--- config.mk ---
export PLATFORM = sky130hd
export DESIGN_NAME = tsr_slot_routing
export DESIGN_NICKNAME = d
export VERILOG_FILES = /design/src/hw/tsr_pkg.sv /design/src/hw/tsr_chan_route.sv /design/src/hw/tsr_slot_routing.sv
export SDC_FILE = /design/constraint.sdc
export NUM_CORES = 1
export LEC_CHECK = 0
export BUFFER_PORTS_ARGS = -buffer_cell sky130_fd_sc_hd__buf_2
export CORE_MARGIN = 8
export CORE_UTILIZATION = 44
export CTS_BUF_LIST = sky130_fd_sc_hd__clkbuf_4
export DETAILED_ROUTE_END_ITERATION = 16
export PLACE_DENSITY = 0.77
export SETUP_SLACK_MARGIN = 0.3
export SYNTH_ARGS = -nofsm -noshare
export SYNTH_HDL_FRONTEND = slang
export SYNTH_SLANG_ARGS = --single-unit
export TNS_END_PERCENT = 30
--- constraint.sdc ---
create_clock -name sys_clk_in -period 1 [get_ports sys_clk_in]
set_input_delay 0.05 -clock sys_clk_in [delete_from_list [all_inputs] [get_ports sys_clk_in]]
set_output_delay 0.05 -clock sys_clk_in [all_outputs]
set_load 0.02 [all_outputs]
--- src/hw/tsr_pkg.sv ---
// tsr_pkg: constants shared by the slot routing block
// assumes an 8-bit register port and a 16-slot frame
package tsr_pkg;
  // register port and slot widths, channel count
  localparam int ADDR_W = 8;
  localparam int DATA_W = 8;
  localparam int SLOT_W = 4;
  localparam int NUM_CH = 2;

  // register offsets
  localparam logic [7:0] CH3_ROUTE_OFS = 8'h0C;
  localparam logic [7:0] CH4_ROUTE_OFS = 8'h0D;

  // field layout of a routing register
  localparam int SLOT_MSB = 7;
  localparam int SLOT_LSB = 4;
  localparam int DRIVE_BIT = 0;
  localparam logic [7:0] WRITABLE_MASK = 8'hF1;

  // reset values
  localparam logic [7:0] CH3_ROUTE_RST = 8'h31;
  localparam logic [7:0] CH4_ROUTE_RST = 8'h41;

  // answer for an unmapped address
  localparam logic [7:0] UNMAPPED_READ = 8'h00;

  // offsets and resets, indexed by channel position
  localparam logic [7:0] ROUTE_OFS [NUM_CH] = '{CH3_ROUTE_OFS, CH4_ROUTE_OFS};
  localparam logic [7:0] ROUTE_RST [NUM_CH] = '{CH3_ROUTE_RST, CH4_ROUTE_RST};

  // bus activity of the register port
  typedef enum logic [1:0] {
    TSR_IDLE,
    TSR_WRITE,
    TSR_READ
  } tsr_access_type;
endpackage

--- src/hw/tsr_chan_route.sv ---
// tsr_chan_route: one channel's routing register and slot match
// assumes write strobe, address and data are synchronous to sys_clk_in
`timescale 1ns/10ps
module tsr_chan_route
  import tsr_pkg::*;
#(
  parameter logic [7:0] OFS = 8'h0C,
  parameter logic [7:0] RST = 8'h31
) (
  // clock and reset
  input wire logic sys_clk_in,
  input wire logic sys_rst_in,
  // register port
  input wire logic [ADDR_W-1:0] reg_addr_in,
  input wire logic reg_wr_in,
  input wire logic [DATA_W-1:0] reg_wdata_in,
  // frame position
  input wire logic [SLOT_W-1:0] slot_index_in,
  // configuration and match
  output logic [DATA_W-1:0] route_value_out,
  output logic addr_hit_out,
  output logic slot_hit_out,
  output logic drive_out
);
  logic [DATA_W-1:0] route_reg;
  logic [DATA_W-1:0] route_next;
  logic wr_hit;

  // address decode and masked write
  assign addr_hit_out = (reg_addr_in == OFS);
  assign wr_hit = reg_wr_in & addr_hit_out;
  assign route_next = wr_hit ? (reg_wdata_in & WRITABLE_MASK) : route_reg;

  // routing register, reserved bits kept at zero
  always_ff @(posedge sys_clk_in) begin
    if (sys_rst_in) begin
      route_reg <= RST;
    end else begin
      route_reg <= route_next;
    end
  end

  // slot match and drive select
  assign route_value_out = route_reg;
  assign slot_hit_out = (route_reg[SLOT_MSB:SLOT_LSB] == slot_index_in);
  assign drive_out = route_reg[DRIVE_BIT];
endmodule

--- src/hw/tsr_slot_routing.sv ---
// tsr_slot_routing: slot routing and drive enable for output channels 3, 4
// assumes frame timing supplies the current slot number and bit strobe
// assumes reads and writes arrive as one-cycle strobes
// the pin is driven only while sdata_oe_out is high
// on a clash the lower channel keeps the slot
//
// Overview of operation
// - channel 3 sample goes in selected slot
// - channel 3 drive bit: drive or float
// - channel 4 sample goes in selected slot
// - channel 4 drive bit: drive or float
`timescale 1ns/10ps
module tsr_slot_routing
  import tsr_pkg::*;
(
  // clock and reset
  input wire logic sys_clk_in,
  input wire logic sys_rst_in,
  // register port
  input wire logic [ADDR_W-1:0] reg_addr_in,
  input wire logic reg_wr_in,
  input wire logic reg_rd_in,
  input wire logic [DATA_W-1:0] reg_wdata_in,
  output logic [DATA_W-1:0] reg_rdata_out,
  output logic reg_rvalid_out,
  // frame timing
  input wire logic [SLOT_W-1:0] slot_index_in,
  input wire logic bit_strobe_in,
  // channel sample bits, index 0 is channel 3, index 1 is channel 4
  input wire logic [NUM_CH-1:0] ch_bit_in,
  // serial output pin
  output logic sdata_out,
  output logic sdata_oe_out,
  // status
  output logic slot_clash_out
);
  // per-channel configuration
  logic [DATA_W-1:0] route_value [NUM_CH];
  logic [NUM_CH-1:0] addr_hit;
  logic [NUM_CH-1:0] slot_hit;
  logic [NUM_CH-1:0] drive;
  logic [NUM_CH-1:0] owns_slot;

  // priority among slot owners, lower index first
  logic [NUM_CH-1:0] claimed_below;
  logic [NUM_CH-1:0] wins_slot;
  logic [NUM_CH-1:0] won_bit;

  // read-back terms, one per channel
  logic [DATA_W-1:0] rd_term [NUM_CH];
  logic [DATA_W-1:0] rd_or [NUM_CH+1];

  // decoded access and selections
  tsr_access_type access;
  logic take_rd;
  logic any_hit;
  logic [DATA_W-1:0] rd_mux;
  logic out_bit;
  logic out_en;
  logic clash;

  // output flip-flops
  logic [DATA_W-1:0] rdata_reg;
  logic [DATA_W-1:0] rdata_next;
  logic rvalid_reg;
  logic sdata_reg;
  logic sdata_next;
  logic oe_reg;
  logic oe_next;
  logic clash_reg;
  logic clash_next;

  // one routing register and slot comparator per channel
  genvar g;
  generate
    for (g = 0; g < NUM_CH; g++) begin : g_ch
      tsr_chan_route #(
        .OFS(ROUTE_OFS[g]),
        .RST(ROUTE_RST[g])
      ) u_route (
        .sys_clk_in(sys_clk_in),
        .sys_rst_in(sys_rst_in),
        .reg_addr_in(reg_addr_in),
        .reg_wr_in(reg_wr_in),
        .reg_wdata_in(reg_wdata_in),
        .slot_index_in(slot_index_in),
        .route_value_out(route_value[g]),
        .addr_hit_out(addr_hit[g]),
        .slot_hit_out(slot_hit[g]),
        .drive_out(drive[g])
      );
      // channel drives only its own slot with drive bit set
      assign owns_slot[g] = slot_hit[g] & drive[g];
      // earlier channels keep the slot on a clash
      if (g == 0) begin : g_first
        assign claimed_below[g] = 1'b0;
      end else begin : g_later
        assign claimed_below[g] = claimed_below[g-1] | owns_slot[g-1];
      end
      assign wins_slot[g] = owns_slot[g] & ~claimed_below[g];
      assign won_bit[g] = wins_slot[g] & ch_bit_in[g];
      // read-back term, zero unless this register is addressed
      assign rd_term[g] = addr_hit[g] ? route_value[g] : 8'h00;
      assign rd_or[g+1] = rd_or[g] | rd_term[g];
    end
  endgenerate

  // write has priority over read in the same cycle
  assign access = reg_wr_in ? TSR_WRITE :
                  reg_rd_in ? TSR_READ : TSR_IDLE;
  assign take_rd = (access == TSR_READ);

  // read-back mux, unmapped address answers zero
  assign rd_or[0] = 8'h00;
  assign any_hit = |addr_hit;
  assign rd_mux = any_hit ? rd_or[NUM_CH] : UNMAPPED_READ;

  // slot data from the winning owner, enable from any owner
  assign out_bit = |won_bit;
  assign out_en = |owns_slot;
  assign clash = |(owns_slot & claimed_below);

  // next values of the serial pin and clash flag, sampled on the bit strobe; read data on a taken read
  assign sdata_next = bit_strobe_in ? (out_en & out_bit) : sdata_reg;
  assign oe_next = bit_strobe_in ? out_en : oe_reg;
  assign clash_next = bit_strobe_in ? clash : clash_reg;
  assign rdata_next = take_rd ? rd_mux : rdata_reg;

  // read data, holds the last value read
  always_ff @(posedge sys_clk_in) begin
    if (sys_rst_in) begin
      rdata_reg <= 8'h00;
    end else begin
      rdata_reg <= rdata_next;
    end
  end

  // read valid, one cycle after a taken read
  always_ff @(posedge sys_clk_in) begin
    if (sys_rst_in) begin
      rvalid_reg <= 1'b0;
    end else begin
      rvalid_reg <= take_rd;
    end
  end

  // serial data bit, low while floating
  always_ff @(posedge sys_clk_in) begin
    if (sys_rst_in) begin
      sdata_reg <= 1'b0;
    end else begin
      sdata_reg <= sdata_next;
    end
  end

  // pin enable, loaded on the bit strobe: high when a channel owns the strobed slot
  always_ff @(posedge sys_clk_in) begin
    if (sys_rst_in) begin
      oe_reg <= 1'b0;
    end else begin
      oe_reg <= oe_next;
    end
  end

  // clash flag, follows the strobed slot
  always_ff @(posedge sys_clk_in) begin
    if (sys_rst_in) begin
      clash_reg <= 1'b0;
    end else begin
      clash_reg <= clash_next;
    end
  end

  // outputs
  assign reg_rdata_out = rdata_reg;
  assign reg_rvalid_out = rvalid_reg;
  assign sdata_out = sdata_reg;
  assign sdata_oe_out = oe_reg;
  assign slot_clash_out = clash_reg;
endmodule
# ---- Yosys cells after proc, flatten, opt, wreduce, memory -nomap -nowiden
# Index checks and enable logic that the tools add are counted.
dict set report word_totals {
  in_bits 27
  reg_bits 22
  elab_cells 32
  out_inout_bits 12
}
dict set report op_classes {
  n_eq_ne 5
  n_mux 5
  n_reduce_logical 4
  bitwise 11
}
# op count
set ops {}
lappend ops {{8-bit two-way mux} 3}
lappend ops {{8-bit by 4-bit == test with 1-bit output (second input constant)} 2}
lappend ops {{1-bit bitwise AND} 8}
lappend ops {{4-bit == test} 2}
lappend ops {{8-bit OR} 1}
lappend ops {{2-bit OR reduction} 4}
lappend ops {{2-bit two-way mux} 2}
lappend ops {{2-bit bitwise AND} 1}
lappend ops {{2-bit == test (second input constant)} 1}
lappend ops {{1-bit NOT} 1}

# ---- Depth between registers and ports, before layout
# Gate-level depths: netlist of the first run.
dict set report logic_depth {
  ltp_word 7
  ltp_mapped 5
  ltp_nobuf 4
}

# ---- By module
# From an unflattened synthesis of the first run, not the netlist that was laid out.
dict set report unflattened {
  cells_unflattened 128
  hier_area_um2 1193.6
}
# module cells_per_inst n_inst area_each_um2 seq_area_each_um2
set modules_own_cells {}
lappend modules_own_cells {tsr_slot_routing 54 1 529.3 240.2}
lappend modules_own_cells {{tsr_chan_route (g_ch[1].u_route)} 37 1 336.6 100.1}
lappend modules_own_cells {{tsr_chan_route (g_ch[0].u_route)} 37 1 327.8 100.1}

# ---- Worst setup path after synthesis of the first run
# Ideal clock, no wire load.
dict set report synth_path {
  kind {register to register}
  from {register g_ch[0].u_route.route_reg[6]}
  to {register clash_reg, in the netlist slot_clash_out}
  n_path_buf 0
  required_time_ns 0.899
  stages_incl_launch_ff 5
  setup_ns 0.101
  path_slack_ns -0.116
  period_less_slack_ns 1.116
  arrival_ns 1.015
  path_cell_list {dfxtp_1 xor2_1 nor3_2 nand2_1 o41ai_1}
}
dict set report synth_between {
  elab_chain_len 4
}
# element line
set synth_lines {}
lappend synth_lines {{start, declared} tsr_chan_route.sv:25} ;# logic [DATA_W-1:0] route_reg;
lappend synth_lines {{start signal, assigned} tsr_chan_route.sv:39} ;# route_reg <= route_next;
lappend synth_lines {{4-bit == test} tsr_chan_route.sv:45} ;# assign slot_hit_out = (route_reg[SLOT_MSB:SLOT_LSB] == slot_index_in);
lappend synth_lines {{1-bit bitwise AND} tsr_slot_routing.sv:93} ;# assign owns_slot[g] = slot_hit[g] & drive[g];
lappend synth_lines {{2-bit bitwise AND} tsr_slot_routing.sv:121} ;# assign clash = |(owns_slot & claimed_below);
lappend synth_lines {{2-bit OR reduction} tsr_slot_routing.sv:121}
lappend synth_lines {{end signal, assigned} tsr_slot_routing.sv:170} ;# clash_reg <= clash_next;
lappend synth_lines {{end, declared} tsr_slot_routing.sv:70} ;# logic clash_reg;
# No other way between the ends.
# A chain may end at the register's enable or synchronous reset.

# ---- Worst setup path in the final report of the first run
dict set report layout_path {
  from {register g_ch[1].u_route.route_reg[7]}
  to {register clash_reg, in the netlist slot_clash_out}
}
dict set report layout_between {
  elab_chain_len 4
}
# element line
set layout_lines {}
lappend layout_lines {{start, declared} tsr_chan_route.sv:25}
lappend layout_lines {{start signal, assigned} tsr_chan_route.sv:39}
lappend layout_lines {{4-bit == test} tsr_chan_route.sv:45}
lappend layout_lines {{1-bit bitwise AND} tsr_slot_routing.sv:93}
lappend layout_lines {{2-bit bitwise AND} tsr_slot_routing.sv:121}
lappend layout_lines {{2-bit OR reduction} tsr_slot_routing.sv:121}
# No other way between the ends.

==> metrics.csv, run 1 <==
metric,value,unit
status,"complete, but fails checks",
failing checks,"negative hold slack, negative setup slack",
vias per cell,5.43,
post-route setup slack,-197,ps
via count,977,
post-route ant nets,0,
placer congestion estimate,0.878,
Synth Flop Type,dfxtp_1,
Max Clk Rate,836,MHz
crit path capture type,flop,
Die X,62.2,um
core area,1980,um^2
cts hold-fix bufs,1,
Critical Path End,slot_clash_out$_SDFFE_PP0P_,
VDD IR max,0.930,mV
first-pass GRT wire length,4910,um
htree depth,1,
startpoint class of the critical path,flop,
Port Buffers,32,
library cells used by synthesis,32,
"FF+latch count, synth",19,
Worst EP required,1240,ps
CTS sink cnt,19,
reg2reg setup slack,-200,ps
Placement Setup Slack,-343,ps
syn_area_per_cell,9.28,um^2
die area,3860,um^2
number of remaining DRC errors,0,
Root Driver,clkbuf_4,
HP Class,in2reg,
initial core utilization,0.473,
origin of the critical flop-to-flop path,g_ch[1].u_route.route_value_out[7]$_SDFFE_PP0P_,
RSZ-0062 raised after global routing,yes,
number of global-route vias before repair,1074,
design area,1540,um^2
post-layout min period,1200,ps
Reg2Reg Capture Point,slot_clash_out$_SDFFE_PP0P_,
num ports,39,
Placed Instance Area,1230,um^2
Post-Synthesis Cells,101,
row cnt,16,
critical path type,reg2reg,
"Cell Chain, Critical Path","xor2_1, nor3_2, nand3_2, o41ai_2",
DRT iter0 DRCs,36,
overflow left after global routing,0,
Power Density,960,nW/um^2
Crit Path Max Fanout,3,
largest net degree at the start of global routing,15,
Die H,62.2,um
Synthesis Warnings,0,
path depth of the worst reg2reg path,4,
worst skew pair latency,320,ps
fillers,134,
share of post-route cells with drive strength above 1,0.686,
number of max-cap violations,0,
Setup Viol. Count Final,4,
CTS Buf Count,3,
crit path DAT,1430,ps
fin crit share,1.20,
clock-pin slew on the worst setup and hold paths,120,ps
clock tree from TritonCTS,yes,
Clock Path Buffers,2,
register area share after synthesis,0.406,
Leak,0.615,nW
async set-reset flop share out of synthesis,0,
Detailed Route WL,3110,um
Worst Setup SP,g_ch[1].u_route.route_value_out[7]$_SDFFE_PP0P_,
HPWL Detailed,1940,um
Final Power,1.48,mW
Tot GR Track Use,0.151,
Slew Limit Fails,0,
final count of hold timing violations,3,
iteration count of the initial detailed-routing pass,4,
P&R area growth vs syn,64.1,%
Post-synth EDFFs,0,
Setup TNS Final,-631,ps
Mapped Area,937,um^2
Crit path largest cell delay,350,ps
# nets final,181,
crit path max-delay cell type,dfxtp_2,
clock skew,2.42,ps
initial antenna violation count,0,
Min Hold Slack,-15.0,ps
n_diodes,0,
DR WL/cell,17.3,um
==> power breakdown <==
| group | switching [mW] | internal (mW) | leakage [nW] |
|---|---|---|---|
| sequential | 0.0115 | 0.775 | 0.157 |
| combinational | 0.141 | 0.122 | 0.440 |
| clock | 0.277 | 0.150 | 0.0177 |
==> state kept, by name (all words and copies together) (netlist names) <==
signal / count
g_ch.u_route.route_value_out: 10
reg_rdata_out: 5
sdata_oe_out: 1
sdata_out: 1
slot_clash_out: 1
reg_rvalid_out: 1
==> cells in the final DEF, fill, tap and decap left out, drive strengths merged <==
master | netlist | routed
nand4 | 1 | 1
nand3 | 6 | 6
dlygate4sd3 | 0 | 1
a211o | 5 | 5
clkbuf | 3 | 3
o41ai | 1 | 1
a22oi | 5 | 5
nor3 | 3 | 3
a311oi | 1 | 1
inv | 1 | 1
clkinv | 0 | 1
and3 | 6 | 6
a21oi | 5 | 5
a41oi | 1 | 1
nor2b | 2 | 2
conb | 1 | 3
a211oi | 5 | 5
dfxtp | 19 | 19
nand4b | 1 | 1
buf | 6 | 53
o31ai | 1 | 1
nand2 | 7 | 7
and2 | 2 | 2
xor2 | 6 | 6
and4bb | 1 | 1
nor3b | 1 | 1
nand3b | 1 | 1
and3b | 1 | 2
xnor2 | 2 | 2
nor2 | 7 | 7
==> area by class of cell <==
cell class	instances	area (um^2)	area share
repair buffers	54	432	0.281
inverters	1	3.75	0.00244
well taps	27	33.8	0.0220
multi-input cells	75	646	0.420
clock buffers	3	22.5	0.0146
flip-flops and latches	19	395	0.257
clock inverters	1	5.00	0.00325
==> worst max-delay path: cells and delay by family, from the launching register on <==
| kind | cells | cell delay (ps) |
|---|---|---|
| AND/OR/NAND/NOR | 2 | 360 |
| flip-flops | 1 | 350 |
| XOR/XNOR | 1 | 140 |
| AO/OA/AOI/OAI | 1 | 270 |
==> cell usage after synthesis (2+ instances only) <==
master    count  area [um^2]
nand3_1       6         30.0
nand2_1       7         26.3
nor2b_1       2         12.5
xnor2_1       2         17.5
a211oi_2      4         50.1
a211o_1       5         43.8
nor3_2        2         20.0
nor2_1        7         26.3
buf_6         2         22.5
and3_1        6         37.5
xor2_1        6         52.6
dfxtp_1      19          380
and2_1        2         12.5
a22oi_1       5         37.5
a21oi_1       5         25.0
clkbuf_1      3         11.3
buf_4         3         22.5
==> worst min-delay path by stage <==
stage                        startpoint                         to  slack (ps)  depth (start not counted)
final                     bit_strobe_in  sdata_oe_out$_SDFFE_PP0P_         -20                          2
after global routing      bit_strobe_in  sdata_oe_out$_SDFFE_PP0P_        -0.5                          2
after CTS                 bit_strobe_in  sdata_oe_out$_SDFFE_PP0P_         -20                          2
after detailed placement  bit_strobe_in  sdata_oe_out$_SDFFE_PP0P_         290                          2
after global placement    bit_strobe_in  sdata_oe_out$_SDFFE_PP0P_         300                          2
after floorplan           bit_strobe_in  sdata_oe_out$_SDFFE_PP0P_         160                          1
==> logic make-up after synthesis <==
| kind of cell | count (synthesis) | share of synthesized area |
|---|---|---|
| simple gates | 39 | 0.236 |
| flops | 19 | 0.406 |
| other cells | 1 | 0.00400 |
| xor+xnor | 8 | 0.0748 |
| compound gates | 24 | 0.211 |
| buf+inv | 10 | 0.0681 |
==> metal layers <==
layer  wire [um]  track usage
met5           0            0
met4          57       0.0496
met3         171       0.0430
met2        1580        0.259
met1        1300        0.176
==> metrics by stage <==
stage               cells   util  hold WS (ps)
floorplan             103      -           159
global placement      171  0.621           297
detailed placement    171  0.621           295
CTS                   180  0.745         -23.7
global route          180  0.776        -0.533
finish                180  0.776         -15.0
==> what timing repair did <==
item | CTS | global route
resized for setup | 51 | 15
pin swaps | 31 | 26
setup endpoints to repair | 27 | 27
setup buffers | 3 | 0
hold endpoints to repair | 3 | 1
cloned | 1 | 0
Power figures use the tool's default switching activity.
==> run 2: changes to the inputs <==
--- a/config.mk
+++ b/config.mk
@@ -6,8 +6,10 @@
 export NUM_CORES = 1
 export LEC_CHECK = 0
 export BUFFER_PORTS_ARGS = -buffer_cell sky130_fd_sc_hd__buf_2
+export CELL_PAD_IN_SITES_DETAIL_PLACEMENT = 0
+export CELL_PAD_IN_SITES_GLOBAL_PLACEMENT = 1
 export CORE_MARGIN = 8
-export CORE_UTILIZATION = 44
+export CORE_UTILIZATION = 32
 export CTS_BUF_LIST = sky130_fd_sc_hd__clkbuf_4
 export DETAILED_ROUTE_END_ITERATION = 16
 export PLACE_DENSITY = 0.77
==> constraint.sdc (replaced) <==
create_clock -name sys_clk_in -period 1 [get_ports sys_clk_in]
set_input_delay 0.05 -clock sys_clk_in [delete_from_list [all_inputs] [get_ports sys_clk_in]]
set_output_delay 0.05 -clock sys_clk_in [all_outputs]
set_load 0.01 [all_outputs]
==> metrics.csv, run 2 (synthesis results as in run 1) <==
metric,value,unit,change
vias per cell,5.06,,was 5.43
Crit Path Max Fanout,3,,unchanged
Slew Limit Fails,0,,unchanged
Min Hold Slack,-14.7,ps,was -15.0 ps
fin crit share,1.23,,was 1.20
VDD IR max,0.656,mV,was 0.930 mV
initial antenna violation count,0,,unchanged
DR WL/cell,15.0,um,was 17.3 um
htree depth,1,,unchanged
post-layout min period,1230,ps,was 1200 ps
Die X,70.1,um,was 62.2 um
failing checks,"negative hold slack, negative setup slack",,unchanged
initial core utilization,0.337,,was 0.473
Setup Viol. Count Final,3,,was 4
Placement Setup Slack,-337,ps,was -343 ps
RSZ-0062 raised after global routing,yes,,unchanged
largest net degree at the start of global routing,15,,unchanged
clock skew,1.94,ps,was 2.42 ps
"commonest non-fill, non-tap cells in the layout","23 x buf_2, 13 x buf_6, 13 x buf_4",,"was 19 x buf_6, 19 x buf_2, 15 x buf_4"
# nets final,179,,was 181
num ports,39,,unchanged
Leak,0.592,nW,was 0.615 nW
DRT iter0 DRCs,21,,was 36
Reg2Reg Capture Point,sdata_oe_out$_SDFFE_PP0P_,,was slot_clash_out$_SDFFE_PP0P_
final count of hold timing violations,2,,was 3
Detailed Route WL,2730,um,was 3110 um
n_diodes,0,,unchanged
worst hold endpoint,sdata_oe_out$_SDFFE_PP0P_,,unchanged
path depth of the worst reg2reg path,4,,unchanged
share of post-route cells with drive strength above 1,0.656,,was 0.686
Pint,1.04,mW,was 1.05 mW
setup repair bufs after CTS,0,,was 3
via count,921,,was 977
Die H,70.1,um,was 62.2 um
power share of the sequential group,0.546,,was 0.533
clock tree from TritonCTS,yes,,unchanged
crit path DAT,1450,ps,was 1430 ps
Max Clk Rate,816,MHz,was 836 MHz
reg2reg setup slack,-230,ps,was -200 ps
Port Buffers,32,,unchanged
post-route setup slack,-226,ps,was -197 ps
origin of the critical flop-to-flop path,g_ch[0].u_route.route_value_out[4]$_SDFFE_PP1P_,,was g_ch[1].u_route.route_value_out[7]$_SDFFE_PP0P_
die area,4920,um^2,was 3860 um^2
clock-pin slew on the worst setup and hold paths,120,ps,about the same
Largest register FFs,10,,unchanged
startpoint class of the critical path,flop,,unchanged
core area,2780,um^2,was 1980 um^2
first-pass GRT wire length,4730,um,was 4910 um
cts hold-fix bufs,3,,was 1
Sw Ratio,0.274,,was 0.291
Worst EP required,1220,ps,was 1240 ps
row cnt,19,,was 16
"most common cell after layout, fill and taps aside",buf_2,,
number of max-cap violations,0,,unchanged
post-route ant nets,0,,unchanged
critical path type,reg2reg,,unchanged
Clock Power Share,0.290,,was 0.289
CTS sink cnt,19,,unchanged
"Cell Chain, Critical Path","xor2_1, nor3_2, nand2_1, a311oi_1",,"was xor2_1, nor3_2, nand3_2, o41ai_2"
status,"complete, but fails checks",,unchanged
number of global-route vias before repair,1040,,was 1074
Comb pwr share,0.164,,was 0.178
Final Power,1.44,mW,was 1.48 mW
sw power,0.394,mW,was 0.429 mW
placer congestion estimate,0.868,,was 0.878
worst skew pair latency,310,ps,was 320 ps
CTS Buf Count,3,,unchanged
hold depth,2,,unchanged
P&R area growth vs syn,58.1,%,was 64.1%
Clock Path Buffers,2,,unchanged
Tot GR Track Use,0.115,,was 0.151
crit path max-delay cell type,dfxtp_2,,unchanged
Root Driver,clkbuf_4,,unchanged
overflow left after global routing,0,,unchanged
HP Class,in2reg,,unchanged
Crit path largest cell delay,350,ps,about the same
iteration count of the initial detailed-routing pass,4,,unchanged
HPWL Detailed,1990,um,was 1940 um
number of remaining DRC errors,0,,unchanged
Hold Startpoint,bit_strobe_in,,unchanged
crit path capture type,flop,,unchanged
Power Density,971,nW/um^2,was 960 nW/um^2
-- run 2: cell count changes in the layout (fill, tap and decap cells not counted), moves of 2 or more --
| cell | previous run | this run |
|---|---|---|
| a21oi_2 | 3 | 5 |
| a21oi_1 | 2 | 0 |
| buf_6 | 19 | 13 |
| buf_4 | 15 | 13 |
| dlygate4sd3_1 | 1 | 3 |
| buf_2 | 19 | 23 |
-- run 2: final cells by class --
class | instances | area (um^2)
clock buffers | 3 | 22.5
flip-flops and latches | 19 | 395
multi-input cells | 75 | 627
clock inverters | 1 | 5.00
repair buffers | 52 | 389
well taps | 31 | 38.8
inverters | 1 | 3.75
fillers | 268 | 1300
-- run 2: stage by stage --
step	instances	TNS (ps)	hold WS [ps]	utilization	cell area (um^2)
floorplan	103	-369	159	-	962
global placement	174	-3600	293	0.442	1230
detailed placement	174	-4110	309	0.442	1230
CTS	182	-711	-19.6	0.526	1460
global route	182	-788	-15.7	0.533	1480
finish	182	-614	-14.7	0.533	1480
-- run 2: repair_timing --
action / CTS / global route
resized for setup: 44 / 5
cloned: 1 / 0
setup endpoints to repair: 27 / 27
hold endpoints to repair: 4 / 1
pin swaps: 39 / 24
-- run 2: power by group through the flow --
stage / Combinational [mW] / Clock (mW) / Sequential [mW]
2_1_floorplan: 0.0923 / 0 / 0.806
3_3_place_gp: 0.188 / 0 / 0.798
3_5_place_dp: 0.192 / 0 / 0.798
4_1_cts: 0.235 / 0.423 / 0.786
5_1_grt: 0.258 / 0.462 / 0.788
6_report: 0.236 / 0.417 / 0.786
-- run 2: critical path: cells and delay by family (launching register included) --
kind                      cells  cell delay (ps)
DFF                           1              350
and+or+nand+nor               2              350
AOI/OAI and AO/OA             1              270
xor gates and xnor gates      1              170
-- run 2: metal layers --
layer	global-route usage	wire, um	vias up
met3	0.0353	158	4
met4	0.0625	57	0
li1	-	-	462
met5	0	0	-
met2	0.181	1270	27
met1	0.137	1250	428
-- run 2: worst max-delay path by stage --
| stage | depth (start not counted) | slack, ps | to | startpoint |
|---|---|---|---|---|
| 6_report | 4 | -230 | sdata_oe_out$_SDFFE_PP0P_ | g_ch[0].u_route.route_value_out[4]$_SDFFE_PP1P_ |
| 5_1_grt | 4 | -270 | sdata_oe_out$_SDFFE_PP0P_ | g_ch[0].u_route.route_value_out[6]$_SDFFE_PP0P_ |
| 4_1_cts | 4 | -250 | sdata_oe_out$_SDFFE_PP0P_ | g_ch[0].u_route.route_value_out[6]$_SDFFE_PP0P_ |
| 3_5_place_dp | 5 | -340 | reg_rdata_out[6]$_SDFFE_PP0P_ | reg_addr_in[5] |
| 3_3_place_gp | 5 | -290 | reg_rdata_out[6]$_SDFFE_PP0P_ | reg_addr_in[5] |
| 2_1_floorplan | 4 | -90 | slot_clash_out$_SDFFE_PP0P_ | g_ch[1].u_route.route_value_out[4]$_SDFFE_PP0P_ |
